`src/design/uwm_params.svh`:
```
// Register indices, field positions, codes and counts for the serial port
`ifndef UWM_PARAMS_SVH
`define UWM_PARAMS_SVH
`define UWM_REG_DATA   3'h0
`define UWM_REG_MASK   3'h1
`define UWM_REG_SRC    3'h2
`define UWM_REG_FMT    3'h3
`define UWM_REG_MCTL   3'h4
`define UWM_REG_LSTAT  3'h5
`define UWM_REG_MSTAT  3'h6
`define UWM_REG_SCR    3'h7
`define UWM_FMT_STOP   2
`define UWM_FMT_PEN    3
`define UWM_FMT_EVEN   4
`define UWM_FMT_STICK  5
`define UWM_FMT_BREAK  6
`define UWM_FMT_DIV    7
`define UWM_MCR_LOOP   4
`define UWM_MASK_RX    0
`define UWM_MASK_THRE  1
`define UWM_MASK_LINE  2
`define UWM_MASK_MODEM 3
`define UWM_SRC_LINE   3'h6
`define UWM_SRC_RX     3'h4
`define UWM_SRC_THRE   3'h2
`define UWM_SRC_MODEM  3'h0
`define UWM_SRC_NONE   3'h1
`define UWM_TICK_LAST  5'h0f
`define UWM_MID_LAST   5'h07
`define UWM_STOP15     5'h17
`define UWM_STOP2      5'h1f
`define UWM_LEN_BASE   3'h4
`define UWM_LEN_FIVE   2'h0
`define UWM_DIV_RESET  16'h0000
`endif

```
`src/design/uwm_pkg.sv`:
```
// Types shared by the serial port design
package uwm_pkg;
  typedef enum logic [2:0] {
    UWM_IDLE,
    UWM_START,
    UWM_DATA,
    UWM_PARITY,
    UWM_STOP
  } uwm_phase_e;

  typedef struct packed {
    uwm_phase_e  phase;
    logic [4:0]  ticks;
    logic [2:0]  bits;
    logic [7:0]  tx_shifter;
    logic [7:0]  hold;
    logic        hold_full;
    logic        line;
  } uwm_tx_s;

  typedef struct packed {
    uwm_phase_e  phase;
    logic [4:0]  ticks;
    logic [2:0]  bits;
    logic [7:0]  shift;
    logic        par_bit;
    logic        prev_line;
  } uwm_rx_s;

  typedef struct packed {
    logic [7:0]  line_format;
    logic [3:0]  interrupt_mask;
    logic [4:0]  modem_output_control;
    logic [15:0] divisor;
    logic [7:0]  scratch_byte;
    logic [7:0]  receive_buffer;
    logic        rx_data_waiting;
    logic [3:0]  errs;
    logic        thre_int;
    logic [3:0]  modem_prev;
    logic [3:0]  delta;
    logic [7:0]  rd_data;
    logic        rd_oe;
    logic        irq;
  } uwm_ctl_s;
endpackage : uwm_pkg

```
`src/design/uwm_top.sv`:
```
// Serial receiver/transmitter with modem pins and host register port
//
// Behaviour
// - Interrupt high while any enabled source pends
// - Control bits 0,1 drive ready/request pins inverted
// - Control bits 2,3 drive user outputs inverted
// - Reset clears registers, idles transmitter and receiver
// - Modem pins never affect transmit or receive
// - Format bit 7 maps indices 0,1 to divisor
// - Data write loads holding register when free
// - Holding-empty flag sets on transfer or on enable while empty
// - Receiver waits half bit after falling edge
// - Start bit rejected unless still low
// - Sixteen-bit divisor divides the input clock
// - Divided clock output runs at sixteen times rate
// - Mask gates four sources; upper bits zero
// - Source register reports highest pending enabled source
// - Source bit 0 low while any enabled source pends
// - Format bits 1:0 give 5 to 8 bits
// - Format bit 2 selects longer stop time
// - Format bits 3,4 enable and select parity
// - Format bit 5 forces a constant parity
// - Format bit 6 holds output low (break) except in loop-back
// - Loop-back routes transmitter and modem internally
`timescale 1ns/1ps
`include "uwm_params.svh"

module uwm_top #(
  parameter int DIV_WIDTH = 16
) (
  input  wire logic       clock_i,
  input  wire logic       sys_rst_i,
  input  wire logic [2:0] reg_select_i,
  input  wire logic       rd_i,
  input  wire logic       wr_i,
  input  wire logic [7:0] data_i,
  output logic      [7:0] data_o,
  output logic            data_oe_o,
  input  wire logic       serial_in_i,
  output logic            serial_out_o,
  input  wire logic       clear_to_send_n_i,
  input  wire logic       data_set_ready_n_i,
  input  wire logic       ring_indicate_n_i,
  input  wire logic       carrier_found_n_i,
  output logic            terminal_ready_n_o,
  output logic            send_request_n_o,
  output logic            user_out_a_n_o,
  output logic            user_out_b_n_o,
  output logic            rate_clock_out_n_o,
  output logic            interrupt_o
);

  uwm_pkg::uwm_tx_s  tx;
  uwm_pkg::uwm_tx_s  next_tx;
  uwm_pkg::uwm_rx_s  rx;
  uwm_pkg::uwm_rx_s  next_rx;
  uwm_pkg::uwm_ctl_s ctl;
  uwm_pkg::uwm_ctl_s next_ctl;

  logic [DIV_WIDTH-1:0] baud_cnt;
  logic [DIV_WIDTH-1:0] next_baud_cnt;
  logic                 tick;
  logic                 next_tick;

  logic       loop;
  logic       div_sel;
  logic       tx_line;
  logic       rx_line;
  logic       tx_xfer;
  logic       wr_thr;
  logic       rx_done;
  logic       rx_pe;
  logic       rx_fe;
  logic       rx_bi;
  logic [3:0] modem_now;
  logic [2:0] src_code;
  logic       any_pend;
  logic [2:0] data_last;
  logic       par_en;

  // Parity over the active data bits, or the forced constant
  function automatic logic calc_parity(input logic [7:0] d,
                                       input logic [7:0] fmt);
    logic [7:0] m;
    m = d & (8'hff >> (3'h3 - fmt[1:0]));
    if (fmt[`UWM_FMT_STICK])
      calc_parity = ~fmt[`UWM_FMT_EVEN];
    else
      calc_parity = (^m) ^ ~fmt[`UWM_FMT_EVEN];
  endfunction : calc_parity

  // Index 0 and 1 reach the divisor while the divisor bit is set
  function automatic logic is_div(input logic [2:0] idx,
                                  input logic       dsel);
    is_div = dsel && (idx == `UWM_REG_DATA || idx == `UWM_REG_MASK);
  endfunction : is_div

  assign loop      = ctl.modem_output_control[`UWM_MCR_LOOP];
  assign div_sel   = ctl.line_format[`UWM_FMT_DIV];  // divisor_access_bit
  assign par_en    = ctl.line_format[`UWM_FMT_PEN];
  assign data_last = 3'(`UWM_LEN_BASE + {1'b0, ctl.line_format[1:0]});
  assign wr_thr    = wr_i && reg_select_i == `UWM_REG_DATA
                     && !is_div(reg_select_i, div_sel);

  // Internal transmit level; break drives it low even in loop-back
  assign tx_line = ctl.line_format[`UWM_FMT_BREAK] ? 1'b0
                                                    : tx.line;
  // Loop-back keeps the pin at mark and feeds the receiver inside
  assign serial_out_o = loop ? 1'b1 : tx_line;
  assign rx_line      = loop ? tx_line : serial_in_i;

  // Modem inputs, or the control bits when looped; bit order cts,dsr,ri,cd
  assign modem_now = loop ? {ctl.modem_output_control[3],
                             ctl.modem_output_control[2],
                             ctl.modem_output_control[0],
                             ctl.modem_output_control[1]}
                          : {~carrier_found_n_i, ~ring_indicate_n_i,
                             ~data_set_ready_n_i,
                             ~clear_to_send_n_i};

  // Modem output pins follow the stored control bits, inverted; the rest follow tick, irq and read data
  assign terminal_ready_n_o = ~ctl.modem_output_control[0];
  assign send_request_n_o   = ~ctl.modem_output_control[1];
  assign user_out_a_n_o     = ~ctl.modem_output_control[2];
  assign user_out_b_n_o     = ~ctl.modem_output_control[3];
  assign rate_clock_out_n_o = ~tick;
  assign interrupt_o        = ctl.irq;
  assign data_o             = ctl.rd_data;
  assign data_oe_o          = ctl.rd_oe;

  // Baud divider: one tick each divisor clocks; zero divisor stops it
  always_comb
  begin
    next_baud_cnt = baud_cnt;
    next_tick     = 1'b0;
    if (ctl.divisor != `UWM_DIV_RESET)
    begin
      if (baud_cnt <= DIV_WIDTH'(1))
      begin
        next_baud_cnt = ctl.divisor;
        next_tick     = 1'b1;
      end
      else
        next_baud_cnt = baud_cnt - DIV_WIDTH'(1);
    end
  end

  always_ff @(posedge clock_i)
  begin
    if (sys_rst_i)
    begin
      baud_cnt <= '0;
      tick     <= 1'b0;
    end
    else
    begin
      baud_cnt <= next_baud_cnt;
      tick     <= next_tick;
    end
  end

  // Transmitter; modem pins never enter this path
  always_comb
  begin
    next_tx = tx;
    tx_xfer = 1'b0;
    unique case (tx.phase)
      uwm_pkg::UWM_IDLE:
      begin
        next_tx.line = 1'b1;
        if (tx.hold_full)
        begin
          next_tx.tx_shifter = tx.hold;
          next_tx.hold_full  = 1'b0;
          next_tx.phase      = uwm_pkg::UWM_START;
          next_tx.ticks      = '0;
          next_tx.bits       = '0;
          next_tx.line       = 1'b0;
          tx_xfer            = 1'b1;
        end
      end
      uwm_pkg::UWM_START:
        if (tick)
        begin
          next_tx.ticks = 5'(tx.ticks + 5'h01);
          if (tx.ticks == `UWM_TICK_LAST)
          begin
            next_tx.ticks = '0;
            next_tx.phase = uwm_pkg::UWM_DATA;
            next_tx.line  = tx.tx_shifter[0];
          end
        end
      uwm_pkg::UWM_DATA:
        if (tick)
        begin
          next_tx.ticks = 5'(tx.ticks + 5'h01);
          if (tx.ticks == `UWM_TICK_LAST)
          begin
            next_tx.ticks = '0;
            if (tx.bits == data_last)
            begin
              next_tx.phase = par_en ? uwm_pkg::UWM_PARITY
                                     : uwm_pkg::UWM_STOP;
              next_tx.line  = par_en ?
                calc_parity(tx.tx_shifter,
                            ctl.line_format) : 1'b1;
            end
            else
            begin
              next_tx.bits = 3'(tx.bits + 3'h1);
              next_tx.line = tx.tx_shifter[3'(tx.bits + 3'h1)];
            end
          end
        end
      uwm_pkg::UWM_PARITY:
        if (tick)
        begin
          next_tx.ticks = 5'(tx.ticks + 5'h01);
          if (tx.ticks == `UWM_TICK_LAST)
          begin
            next_tx.ticks = '0;
            next_tx.phase = uwm_pkg::UWM_STOP;
            next_tx.line  = 1'b1;
          end
        end
      uwm_pkg::UWM_STOP:
        if (tick)
        begin
          next_tx.ticks = 5'(tx.ticks + 5'h01);
          // Long stop is 1.5 bits for 5-bit words, else 2 bits
          if (tx.ticks == (!ctl.line_format[`UWM_FMT_STOP]
                ? `UWM_TICK_LAST
                : (ctl.line_format[1:0] == `UWM_LEN_FIVE
                   ? `UWM_STOP15 : `UWM_STOP2)))
          begin
            next_tx.ticks = '0;
            next_tx.phase = uwm_pkg::UWM_IDLE;
          end
        end
      default:
        next_tx.phase = uwm_pkg::UWM_IDLE;
    endcase
    // A byte is taken only into a free holding register
    if (wr_thr && !tx.hold_full)
    begin
      next_tx.hold      = data_i;
      next_tx.hold_full = 1'b1;
    end
  end

  always_ff @(posedge clock_i)
  begin
    if (sys_rst_i)
    begin
      tx      <= '0;
      tx.line <= 1'b1;
    end
    else
      tx <= next_tx;
  end

  // Receiver: validated start bit, data, optional parity, stop
  always_comb
  begin
    next_rx           = rx;
    next_rx.prev_line = rx_line;
    rx_done           = 1'b0;
    rx_pe             = 1'b0;
    rx_fe             = 1'b0;
    rx_bi             = 1'b0;
    unique case (rx.phase)
      uwm_pkg::UWM_IDLE:
        if (rx.prev_line && !rx_line)
        begin
          next_rx.phase = uwm_pkg::UWM_START;
          next_rx.ticks = '0;
        end
      uwm_pkg::UWM_START:
        if (tick)
        begin
          next_rx.ticks = 5'(rx.ticks + 5'h01);
          if (rx.ticks == `UWM_MID_LAST)
          begin
            next_rx.ticks = '0;
            next_rx.bits  = '0;
            next_rx.shift = '0;
            // A high level here was a spike, not a start bit
            next_rx.phase = rx_line ? uwm_pkg::UWM_IDLE
                                    : uwm_pkg::UWM_DATA;
          end
        end
      uwm_pkg::UWM_DATA:
        if (tick)
        begin
          next_rx.ticks = 5'(rx.ticks + 5'h01);
          if (rx.ticks == `UWM_TICK_LAST)
          begin
            next_rx.ticks          = '0;
            next_rx.shift[rx.bits] = rx_line;
            next_rx.bits           = 3'(rx.bits + 3'h1);
            if (rx.bits == data_last)
              next_rx.phase = par_en ? uwm_pkg::UWM_PARITY
                                     : uwm_pkg::UWM_STOP;
          end
        end
      uwm_pkg::UWM_PARITY:
        if (tick)
        begin
          next_rx.ticks = 5'(rx.ticks + 5'h01);
          if (rx.ticks == `UWM_TICK_LAST)
          begin
            next_rx.ticks   = '0;
            next_rx.par_bit = rx_line;
            next_rx.phase   = uwm_pkg::UWM_STOP;
          end
        end
      uwm_pkg::UWM_STOP:
        if (tick)
        begin
          next_rx.ticks = 5'(rx.ticks + 5'h01);
          if (rx.ticks == `UWM_TICK_LAST)
          begin
            next_rx.ticks = '0;
            next_rx.phase = uwm_pkg::UWM_IDLE;
            rx_done       = 1'b1;
            rx_pe = par_en && rx.par_bit !=
                    calc_parity(rx.shift, ctl.line_format);
            rx_fe = !rx_line;
            rx_bi = !rx_line && rx.shift == 8'h00
                    && !(par_en && rx.par_bit);
          end
        end
      default:
        next_rx.phase = uwm_pkg::UWM_IDLE;
    endcase
  end

  always_ff @(posedge clock_i)
  begin
    if (sys_rst_i)
    begin
      rx           <= '0;
      rx.prev_line <= 1'b1;
    end
    else
      rx <= next_rx;
  end

  // Highest pending enabled source wins the code
  always_comb
  begin
    any_pend = 1'b1;
    if (ctl.interrupt_mask[`UWM_MASK_LINE] && |ctl.errs)
      src_code = `UWM_SRC_LINE;
    else if (ctl.interrupt_mask[`UWM_MASK_RX] && ctl.rx_data_waiting)
      src_code = `UWM_SRC_RX;
    else if (ctl.interrupt_mask[`UWM_MASK_THRE] && ctl.thre_int)
      src_code = `UWM_SRC_THRE;
    else if (ctl.interrupt_mask[`UWM_MASK_MODEM] && |ctl.delta)
      src_code = `UWM_SRC_MODEM;
    else
    begin
      src_code = `UWM_SRC_NONE;
      any_pend = 1'b0;
    end
  end

  // Host registers, read side effects and status flags
  always_comb
  begin
    logic [7:0] rv;
    logic       rd_rbr;
    rv        = 8'h00;
    rd_rbr    = rd_i && reg_select_i == `UWM_REG_DATA
                && !is_div(reg_select_i, div_sel);
    next_ctl  = ctl;
    next_ctl.rd_oe      = rd_i;
    next_ctl.irq        = any_pend;
    next_ctl.modem_prev = modem_now;
    unique case (reg_select_i)
      `UWM_REG_DATA:  rv = div_sel ? ctl.divisor[7:0]
                                   : ctl.receive_buffer;
      `UWM_REG_MASK:  rv = div_sel ? ctl.divisor[15:8]
                                   : {4'h0, ctl.interrupt_mask};
      `UWM_REG_SRC:   rv = {5'h00, src_code};
      `UWM_REG_FMT:   rv = ctl.line_format;
      `UWM_REG_MCTL:  rv = {3'h0, ctl.modem_output_control};
      `UWM_REG_LSTAT: rv = {1'b0,
                            !tx.hold_full && tx.phase == uwm_pkg::UWM_IDLE,
                            !tx.hold_full, ctl.errs,
                            ctl.rx_data_waiting};
      `UWM_REG_MSTAT: rv = {ctl.modem_prev, ctl.delta};
      `UWM_REG_SCR:   rv = ctl.scratch_byte;
    endcase
    if (rd_i)
      next_ctl.rd_data = rv;
    // Reads that service a source clear it
    if (rd_rbr)
      next_ctl.rx_data_waiting = 1'b0;
    if (rd_i && reg_select_i == `UWM_REG_LSTAT)
      next_ctl.errs = 4'h0;
    if (rd_i && reg_select_i == `UWM_REG_MSTAT)
      next_ctl.delta = 4'h0;
    if (rd_i && reg_select_i == `UWM_REG_SRC && src_code == `UWM_SRC_THRE)
      next_ctl.thre_int = 1'b0;
    if (wr_i)
    begin
      unique case (reg_select_i)
        `UWM_REG_DATA:
          if (div_sel)
            next_ctl.divisor[7:0] = data_i;
          else
            next_ctl.thre_int = 1'b0;
        `UWM_REG_MASK:
          if (div_sel)
            next_ctl.divisor[15:8] = data_i;
          else
          begin
            next_ctl.interrupt_mask = data_i[3:0];
            // Enabling the empty source while empty raises it at once
            if (data_i[`UWM_MASK_THRE] && !tx.hold_full
                && !ctl.interrupt_mask[`UWM_MASK_THRE])
              next_ctl.thre_int = 1'b1;
          end
        `UWM_REG_FMT:   next_ctl.line_format = data_i;
        `UWM_REG_MCTL:  next_ctl.modem_output_control = data_i[4:0];
        `UWM_REG_SCR:   next_ctl.scratch_byte = data_i;
        default:        next_ctl.scratch_byte = ctl.scratch_byte;
      endcase
    end
    // Hardware sets come last so they win over a same-cycle clear
    if (tx_xfer)
      next_ctl.thre_int = 1'b1;
    if (rx_done)
    begin
      next_ctl.receive_buffer  = rx.shift;
      next_ctl.rx_data_waiting = 1'b1;
      // Overrun sets on top of any same-cycle status read clear
      next_ctl.errs[0] = next_ctl.errs[0]
                         | (ctl.rx_data_waiting & !rd_rbr);
      next_ctl.errs[1] = next_ctl.errs[1] | rx_pe;
      next_ctl.errs[2] = next_ctl.errs[2] | rx_fe;
      next_ctl.errs[3] = next_ctl.errs[3] | rx_bi;
    end
    next_ctl.delta[0] = next_ctl.delta[0] | (modem_now[0] ^ ctl.modem_prev[0]);
    next_ctl.delta[1] = next_ctl.delta[1] | (modem_now[1] ^ ctl.modem_prev[1]);
    next_ctl.delta[2] = next_ctl.delta[2]
                        | (ctl.modem_prev[2] & !modem_now[2]);
    next_ctl.delta[3] = next_ctl.delta[3] | (modem_now[3] ^ ctl.modem_prev[3]);
  end

  always_ff @(posedge clock_i)
  begin
    if (sys_rst_i)
    begin
      ctl            <= '0;
      ctl.divisor    <= `UWM_DIV_RESET;
      ctl.modem_prev <= modem_now;  // Sync reset: no false delta after
    end
    else
      ctl <= next_ctl;
  end

endmodule : uwm_top

```
`config.mk`:
```
export PLATFORM = sky130hd
export DESIGN_NAME = uwm_top
export DESIGN_NICKNAME = d
export VERILOG_FILES = /design/src/design/uwm_pkg.sv /design/src/design/uwm_top.sv
export VERILOG_INCLUDE_DIRS = /design/src /design/src/design
export SDC_FILE = /design/constraint.sdc
export NUM_CORES = 1
export LEC_CHECK = 0
export ABC_AREA = 0
export BUFFER_PORTS_ARGS = -buffer_cell sky130_fd_sc_hd__buf_2
export CAP_MARGIN = 0
export CORE_MARGIN = 2
export CORE_UTILIZATION = 56
export CTS_CLUSTER_DIAMETER = 120
export DETAILED_ROUTE_END_ITERATION = 10
export HOLD_SLACK_MARGIN = 0.15
export PLACE_DENSITY = 0.77
export SLEW_MARGIN = 25
export SYNTH_ARGS = -nofsm -noshare
export SYNTH_HDL_FRONTEND = slang
export SYNTH_SLANG_ARGS = --single-unit
```
`constraint.sdc`:
```
create_clock -name clock_i -period 2.4 [get_ports clock_i]
set_clock_uncertainty 0.05 [all_clocks]
set_input_delay 0.48 -clock clock_i [delete_from_list [all_inputs] [get_ports clock_i]]
set_output_delay 0.48 -clock clock_i [all_outputs]
set_load 0.02 [all_outputs]
```
Word level (Yosys, flattened, before mapping)
Index checks and enable logic that the tools add are counted. W data, S select, Z words.

Flip-flop bits (word level): 140. Input port bits: 20. Word-level logic and storage cells: 274.

Add/subtract/negate cells: 7. Magnitude comparators: 4. Eq/ne operators: 44. Shift-type cells: 1. Mux-type cells: 95. Bitwise operators: 29. Reductions and logical operators: 64.

Operators by type and width (count): $mux W8 (13); $mux W19 (5); $pmux W8 S8 (1); $pmux W5 S5 (2); $mux W1 (48); $ne A2 B2 Y1 const B (21); $pmux W3 S5 (2); $logic_and A1 B1 Y1 (23); $mux W11 (2); $pmux W11 S2 (1); $eq A3 B2 Y1 const B (7); $reduce_and A10 Y1 (2); $eq A3 B3 Y1 const B (6); $mux W3 (6); $and A8 B8 Y8 (2); $le A16 B1 Y1 const B (1); $mux W16 (1); $mux W4 (4); $reduce_bool A16 Y1 (1); $reduce_xor A8 Y1 (2); $sub A16 B1 Y16 const B (1); $mux W13 (1); $not A1 Y1 (12); $reduce_and A3 Y1 (4); 38 further kinds (76).

Depth between registers and ports, before layout
Gate-level depths: netlist of run 1.

Depth after elaboration: 16. Depth in mapped cells: 11.

Worst setup path after synthesis of run 1
OpenSTA, ideal clock, no wires.

Path kind: register to register. Start: register rx[13] (netlist bit). End: register rx[3] (netlist bit). Library setup time: 0.132 ns. Data arrival time: 2.099 ns. Required time: 2.218 ns. Path slack: 0.119 ns. Cell stages (with the launch flop): 12. Path buffers: 1. Period minus slack after synthesis: 2.281 ns. Cells stage by stage: dfxtp_1 -> ha_1 -> nand3_1 -> inv_1 -> ha_1 -> nand3b_1 -> or3_1 -> nand2_1 -> and2_1 -> clkbuf_1 -> a211o_1 -> a21oi_1.

Longest elaborated chain between the ends: 3.

RTL lines: start, declared (line uwm_top.sv:55) `uwm_pkg::uwm_rx_s rx;`; start signal, assigned (line uwm_top.sv:346) `rx <= next_rx;`; $eq A5 B4 Y1 (no line) or $eq A5 B3 Y1 (tied branches); $ne A2 B2 Y1 (no line); $reduce_and A5 Y1 (no line) *.

Every way passes the cells marked *; elsewhere a longest branch is shown, timed or not. A chain may end at the register's enable or synchronous reset.

Worst setup path after layout of run 1
Start: register baud_cnt[6]. End: register baud_cnt[2].

Longest elaborated chain between the ends: 2.

RTL lines: start, declared (line uwm_top.sv:60) `logic [DIV_WIDTH-1:0] baud_cnt;`; start signal, assigned (line uwm_top.sv:157) `baud_cnt <= next_baud_cnt;`; $le A16 B1 Y1 (line uwm_top.sv:138) `if (baud_cnt <= DIV_WIDTH'(1))`; $mux W16 (line uwm_top.sv:138).

Every way passes these cells.

==> summary.txt, run 1 <==
Finish
  – Post-route core utilization: 0.6401
  – ANT cells: 0
  – Commonest non-fill, non-tap cells in the layout: dfxtp_1 (140), nand2_1 (110), nor2_1 (90)
  – Layout cells sized above 1: 0.1247
  – # fillers: 1146
  – Commonest non-fill, non-tap cell in the layout: dfxtp_1
  – Final net count: 966
  – Area grow syn2layout: 12.30%
  – Finished Layout Cells: 1122

Power and ir drop
  – P_int: 4.105 mW
  – Pwr/cell area: 642.5 mW/mm2
  – Clk network pwr share: 0.478
  – Power Total: 5.403 mW
  – Switch share: 0.2403
  – P_leak: 3.041 nW
  – Power share of the combinational group: 0.077
  – Psw: 1.298 mW
  – Reg power frac: 0.445
  – Worst vdd ir: 0.6024 mV

Detailed routing
  – Number of DRC markers in iteration 0: 656
  – Pre-antenna DRT Iters: 5
  – Routed via count: 6717
  – Post-DR wirelength/cell: 16.61 um
  – Routed Antenna Nets: 0
  – Final wirelength: 18630 um
  – Via density: 5.987
  – Drt drc: 0

GRT
  – Vias in the first global route: 6168
  – Global Route Usage Sum: 0.2651
  – Initial antenna violation count: 0
  – GRT Residual Overflow: 0
  – First-pass GRT wire length: 30510 um
  – Largest net degree at the start of global routing: 65

Synthesis
  – Register bit total from synthesis: 140
  – Mapped Area: 0.007488 mm2
  – Number of flops mapped to enable cells by yosys: 0
  – Dominant synthesized flop cell: dfxtp_1
  – Yosys warns: 0
  – Largest cells by area after synthesis: dfxtp_1 (37%), mux2i_1 (8.2%), a21oi_1 (5.8%), nand2_1 (5.5%), nor2_1 (4.5%)
  – Register area share after synthesis: 0.3743
  – Average size of a mapped cell: 8.175 um2
  – Distinct cells, synth: 77
  – Syn nets: 948
  – Ys async rst share: 0
  – Cells after Synth: 916
  – Largest area contributor in the netlist: dfxtp_1
  – Share of Yosys cell area claimed by the top area cell type: 0.3743

Floorplanning
  – Die ar.: 0.01431 mm2
  – Die width: 119.6 um
  – I/O pin cnt: 36
  – Core footprint: 0.01314 mm2
  – Initial Utilization: 0.5700
  – Height of the die: 119.6 um
  – Rows: 42

Setup path
  – Crit path DAT: 2.47 ns
  – CP max-delay cell: or3_1
  – CP most frequent cell: or3_1
  – Crit path kind: flop to flop
  – Largest fanout on the critical path: 9
  – Setup crit start kind: flop
  – Worst path max stage delay: 0.45 ns
  – Cells along the critical path: or3_1, or3_1, nor2_2, buf_4, o21ai_0, a22oi_1, nor2_1
  – R2R Setup Slk: 0.17 ns
  – CP endpoint kind: flop
  – Worst Path Required: 2.65 ns

Placement
  – Pre-CTS setup slack: 0.09013 ns
  – PortBufs: 35
  – GPL Wtd Cong: 0.9608
  – HPWL after detailed placement: 12940 um
  – Inst Count DP: 1091

STA
  – Period minus WS final: 2.226 ns
  – RSZ-0062 raised after global routing: no
  – Fin worst setup slack: 0.1740 ns
  – Worst slew pin tran: 0.7432 ns
  – Hold Vio Cnt, Final: 0
  – Setup TNS: 0 ns
  – Endpoints failing setup: 0
  – Final period util: 0.9275
  – Final Max Slew Viols: 0
  – F_max: 449.2 MHz
  – Slew margin rel.: 0.4981

CTS
  – Clock root buffer: clkbuf_16
  – CTS H-tree lvls: 4
  – # Post-CTS Setup Buffers: 0
  – Clk Latency, worst-skew pair: 0.42 ns
  – Clk buf depth: 2
  – Reg clk slew, reported paths: 0.06 ns
  – Clock buffer count from CTS: 17
  – CTS tree: built
  – CTS Sinks: 140

Status
  – Status: completed

Hold path
  – Worst hold path class: primary input to flop

Run
  – Number of max-cap violations: 0
-- logic make-up (layout without fill, tap and decap cells) --
logic type               count (synthesis)  after routing  synth area share
adder cells (fa/ha/maj)                 12             12           0.02005
multiplexers                            75             75            0.1076
XOR/XNOR                                20             20           0.02339
AND/OR/NAND/NOR                        363            363            0.2403
buffers and inverters                   95            125           0.05413
AO/OA/AOI/OAI                          211            211            0.1803
flip-flops                             140            140            0.3743
-- worst paths after layout --
check | end | cells past startpoint | from
worst max-delay path | baud_cnt[2] | 7 | baud_cnt[6]
worst min-delay path | ctl[17] | 2 | carrier_found_n_i
worst max register to register | baud_cnt[2] | 7 | baud_cnt[6]
worst min register to register | tx[16] | 2 | tx[8]
-- synthesized netlist by cell type, types with 12 or more instances --
master and n:
dfxtp_1 140, nand2_1 110, nor2_1 90, a21oi_1 87, mux2i_1 61, clkbuf_1 44, nand3_1 35, inv_1 29
o21ai_0 27, nor3_1 24, xnor2_1 16, nor2b_1 15, nand2b_1 13, a211oi_1 12, ha_1 12
-- through the flow --
step                instance area [um2]  hold slack, ns
global placement                   7828          0.3908
CTS                                8404          0.2217
finish                             8409          0.2273
detailed placement                 7828          0.3953
floorplan                          7488          0.3812
global route                       8409          0.2213
-- registers in the layout (all words and copies together) (netlist names) --
signal	flops
baud_cnt	16
tick	1
interrupt_o	1
rx	21
data_o	8
data_oe_o	1
tx	29
ctl	63
-- critical path: cells and delay by family, from the launching register on --
| family | cells | cell delay, ns |
|---|---|---|
| compound gates | 2 | 0.25 |
| buf+inv | 1 | 0.23 |
| flops | 1 | 0.36 |
| simple gates | 4 | 1.21 |
-- cell type report --
class | count | area (um2) | area share
clock inverters | 9 | 112.6 | 0.01339
inverters | 29 | 108.9 | 0.01294
repair buffers | 65 | 415.4 | 0.04940
multi-input cells | 681 | 4285 | 0.5096
flip-flops and latches | 140 | 2803 | 0.3333
well taps | 176 | 220.2 | 0.02619
clock buffers | 22 | 464.2 | 0.05520
-- per-layer routing --
metal,part of all wire,global-route usage
met1,0.45,0.3605
met2,0.46,0.4164
met3,0.073,0.06131
met4,0.017,0.08824
met5,0,0
-- what timing repair did --
item / in CTS / in global routing
gates resized for setup: 0 / 3
hold buffers: 0 / 0
setup endpoints to repair: 0 / 8
-- power groups by stage --
stage	clock network [mW]	logic, mW	registers [mW]
2_1_floorplan	0	0.301	2.44
3_3_place_gp	0	0.403	2.45
3_5_place_dp	0	0.407	2.45
4_1_cts	2.60	0.409	2.40
5_1_grt	2.72	0.455	2.41
6_report	2.58	0.416	2.40
(Power assumes the default switching activity.)
==> run 2: changes to the inputs <==
--- a/config.mk
+++ b/config.mk
@@ -9,3 +9,3 @@
 export ABC_AREA = 0
-export BUFFER_PORTS_ARGS = -buffer_cell sky130_fd_sc_hd__buf_2
+export BUFFER_PORTS_ARGS = -buffer_cell sky130_fd_sc_hd__clkbuf_2
 export CAP_MARGIN = 0
==> constraint.sdc (replaced) <==
create_clock -name clock_i -period 2.4 [get_ports clock_i]
set_clock_uncertainty 0.05 [all_clocks]
set_input_delay 0.36 -clock clock_i [delete_from_list [all_inputs] [get_ports clock_i]]
set_output_delay 0.36 -clock clock_i [all_outputs]
set_load 0.02 [all_outputs]
==> run 2 against run 1 <==
  * Clock power about the same
  * Global-route usage up 0.87 points
  * Fmax is essentially flat
  * Die area unchanged
  * Register-to-register slack is essentially flat
  * Via count up 1.1%
  * Total power decreased by 0.57%
  * Highest routed layer unchanged
  * Cell count up 0.27%
  * Hold slack better by 0.010 ns
  * Clock-buffer cell count down 4
==> summary.txt, run 2 (synthesis results as in run 1) <==
STA
  – Endpoints failing setup: 0 (unchanged)
  – Slew margin rel.: 0.5625 (was 0.4981)
  – Period minus WS final: 2.228 ns (was 2.226 ns)
  – Hold Vio Cnt, Final: 0 (unchanged)
  – F_max: 448.9 MHz (was 449.2 MHz)
  – Setup TNS: 0 ns (unchanged)
  – Final Max Slew Viols: 0 (unchanged)
  – Final period util: 0.9283 (was 0.9275)
  – Worst slew pin tran: 0.6478 ns (was 0.7432 ns)

GRT
  – First-pass GRT wire length: 31430 um (was 30510 um)
  – Global Route Usage Sum: 0.2738 (was 0.2651)
  – Initial antenna violation count: 0 (unchanged)
  – Largest net degree at the start of global routing: 55 (was 65)
  – GRT Residual Overflow: 0 (unchanged)
  – Vias in the first global route: 6269 (was 6168)

Floorplanning
  – Die width: 119.6 um (unchanged)
  – Height of the die: 119.6 um (unchanged)
  – I/O pin cnt: 36 (unchanged)
  – Core footprint: 0.01314 mm2 (unchanged)
  – Initial Utilization: 0.5700 (unchanged)
  – Die ar.: 0.01431 mm2 (unchanged)
  – Rows: 42 (unchanged)

Status
  – Status: completed (unchanged)

Setup path
  – R2r startpoint: rx[13] (was baud_cnt[6])
  – R2R Setup Slk: 0.17 ns (about the same)
  – R2R cell count: 11 (was 7)
  – Largest fanout on the critical path: 7 (was 9)
  – RR Endpoint: rx[6] (was baud_cnt[2])
  – Worst setup path start: rx[13] (was baud_cnt[6])
  – Setup crit start kind: flop (unchanged)
  – CP endpoint: rx[6] (was baud_cnt[2])
  – CP endpoint kind: flop (unchanged)
  – Crit path kind: flop to flop (unchanged)
  – Worst Path Required: 2.65 ns (about the same)
  – Crit path DAT: 2.48 ns (was 2.47 ns)

Finish
  – Largest regs: ctl (63), tx (29), rx (21) (unchanged)
  – Layout cells sized above 1: 0.1275 (was 0.1247)
  – Post-route core utilization: 0.6422 (was 0.6401)
  – Top reg by flops: ctl (unchanged)
  – Commonest non-fill, non-tap cells in the layout: dfxtp_1 (140), nand2_1 (110), nor2_1 (90) (unchanged)
  – Final net count: 968 (was 966)
  – Max reg flops: 63 (unchanged)
  – Commonest non-fill, non-tap cell in the layout: dfxtp_1 (unchanged)
  – Finished Layout Cells: 1125 (was 1122)
  – Area grow syn2layout: 12.66% (was 12.30%)
  – ANT cells: 0 (unchanged)

Power and ir drop
  – P_leak: 3.045 nW (was 3.041 nW)
  – Pwr/cell area: 636.8 mW/mm2 (was 642.5 mW/mm2)
  – Worst vdd ir: 0.5384 mV (was 0.6024 mV)
  – Power Total: 5.372 mW (was 5.403 mW)

CTS
  – Clock root buffer: clkbuf_16 (unchanged)
  – Clock buffer count from CTS: 17 (unchanged)
  – Clk buf depth: 2 (unchanged)
  – CTS H-tree lvls: 4 (unchanged)
  – CTS Sinks: 140 (unchanged)
  – Clk Latency, worst-skew pair: 0.42 ns (about the same)
  – Reg clk slew, reported paths: 0.06 ns (about the same)
  – CTS tree: built (unchanged)

Detailed routing
  – Final wirelength: 19180 um (was 18630 um)
  – Drt drc: 0 (unchanged)
  – Post-DR wirelength/cell: 17.05 um (was 16.61 um)
  – Number of DRC markers in iteration 0: 644 (was 656)
  – Pre-antenna DRT Iters: 6 (was 5)
  – Via density: 6.037 (was 5.987)
  – Routed via count: 6792 (was 6717)
  – Routed Antenna Nets: 0 (unchanged)

Run
  – Number of max-cap violations: 0 (unchanged)

Placement
  – PortBufs: 35 (unchanged)
  – HPWL after detailed placement: 13150 um (was 12940 um)
  – GPL Wtd Cong: 0.9622 (was 0.9608)
  – Inst Count DP: 1089 (was 1091)

Hold path
  – Worst hold path class: primary input to flop (unchanged)
  – Worst Hold Depth: 2 (unchanged)
==> run 2: changes by cell type in the layout (fill, tap and decap cells not counted), moves of 2 or more <==
cell,delta
buf_2,-34
clkbuf_1,-3
clkbuf_2,+34
clkinvlp_4,+3
dlygate4sd3_1,+4
buf_4,-2
inv_6,+4
==> run 2: metal layers <==
layer | global-route usage | vias to the layer above | share of wire
met4 | 0.1088 | 0 | 0.028
met1 | 0.3629 | 3182 | 0.44
met5 | 0 | - | 0
met3 | 0.05561 | 48 | 0.071
li1 | - | 3308 | -
met2 | 0.4382 | 254 | 0.46
==> run 2: timing repair <==
item                                   in CTS  in global routing
hold buffers                                4                  0
buffers inserted                            0                  0
endpoints found under the hold margin       4                  0
setup endpoints to repair                   0                 11
gates resized for setup                     0                  4
==> run 2: worst min path at each step <==
stage	from	end	slack, ns
finish	rd_i	data_oe_o	0.24
global route	rd_i	data_oe_o	0.23
CTS	data_i[6]	ctl[71]	0.22
detailed placement	ctl[32]	ctl[32]	0.40
global placement	tx[8]	tx[16]	0.39
floorplan	tx[3]	tx[11]	0.38
==> run 2: where the power goes <==
part           internal, mW  switching [mW]  total (mW)
clock                  1.47            1.08        2.55
sequential             2.37          0.0387        2.40
combinational         0.159           0.263       0.421
==> run 2: through the flow <==
step | setup slack, ns | instance area, um2 | hold WS (ns)
global route | -0.009188 | 8437 | 0.2336
finish | 0.1722 | 8437 | 0.2373
global placement | 0.1552 | 7812 | 0.3895
detailed placement | 0.06505 | 7812 | 0.3952
CTS | 0.03239 | 8427 | 0.2240
floorplan | 0.1188 | 7488 | 0.3812
==> run 2: final cells by class <==
type,instances,area (um2)
fillers,1134,4701
well taps,176,220.2
clock inverters,14,135.1
flip-flops and latches,140,2803
clock buffers,18,439.2
inverters,29,108.9
repair buffers,67,440.4
multi-input cells,681,4290
==> run 2: worst max-delay path: stages (launching register included) <==
cell and delay [ns]:
dfxtp_1 0.37, ha_1 0.23, nand3_1 0.12, inv_1 0.09, ha_2 0.24, nand3b_1 0.13, or3_4 0.38, a21oi_1 0.13
buf_4 0.17, nand2_1 0.05, nand3_1 0.08, a21oi_1 0.07
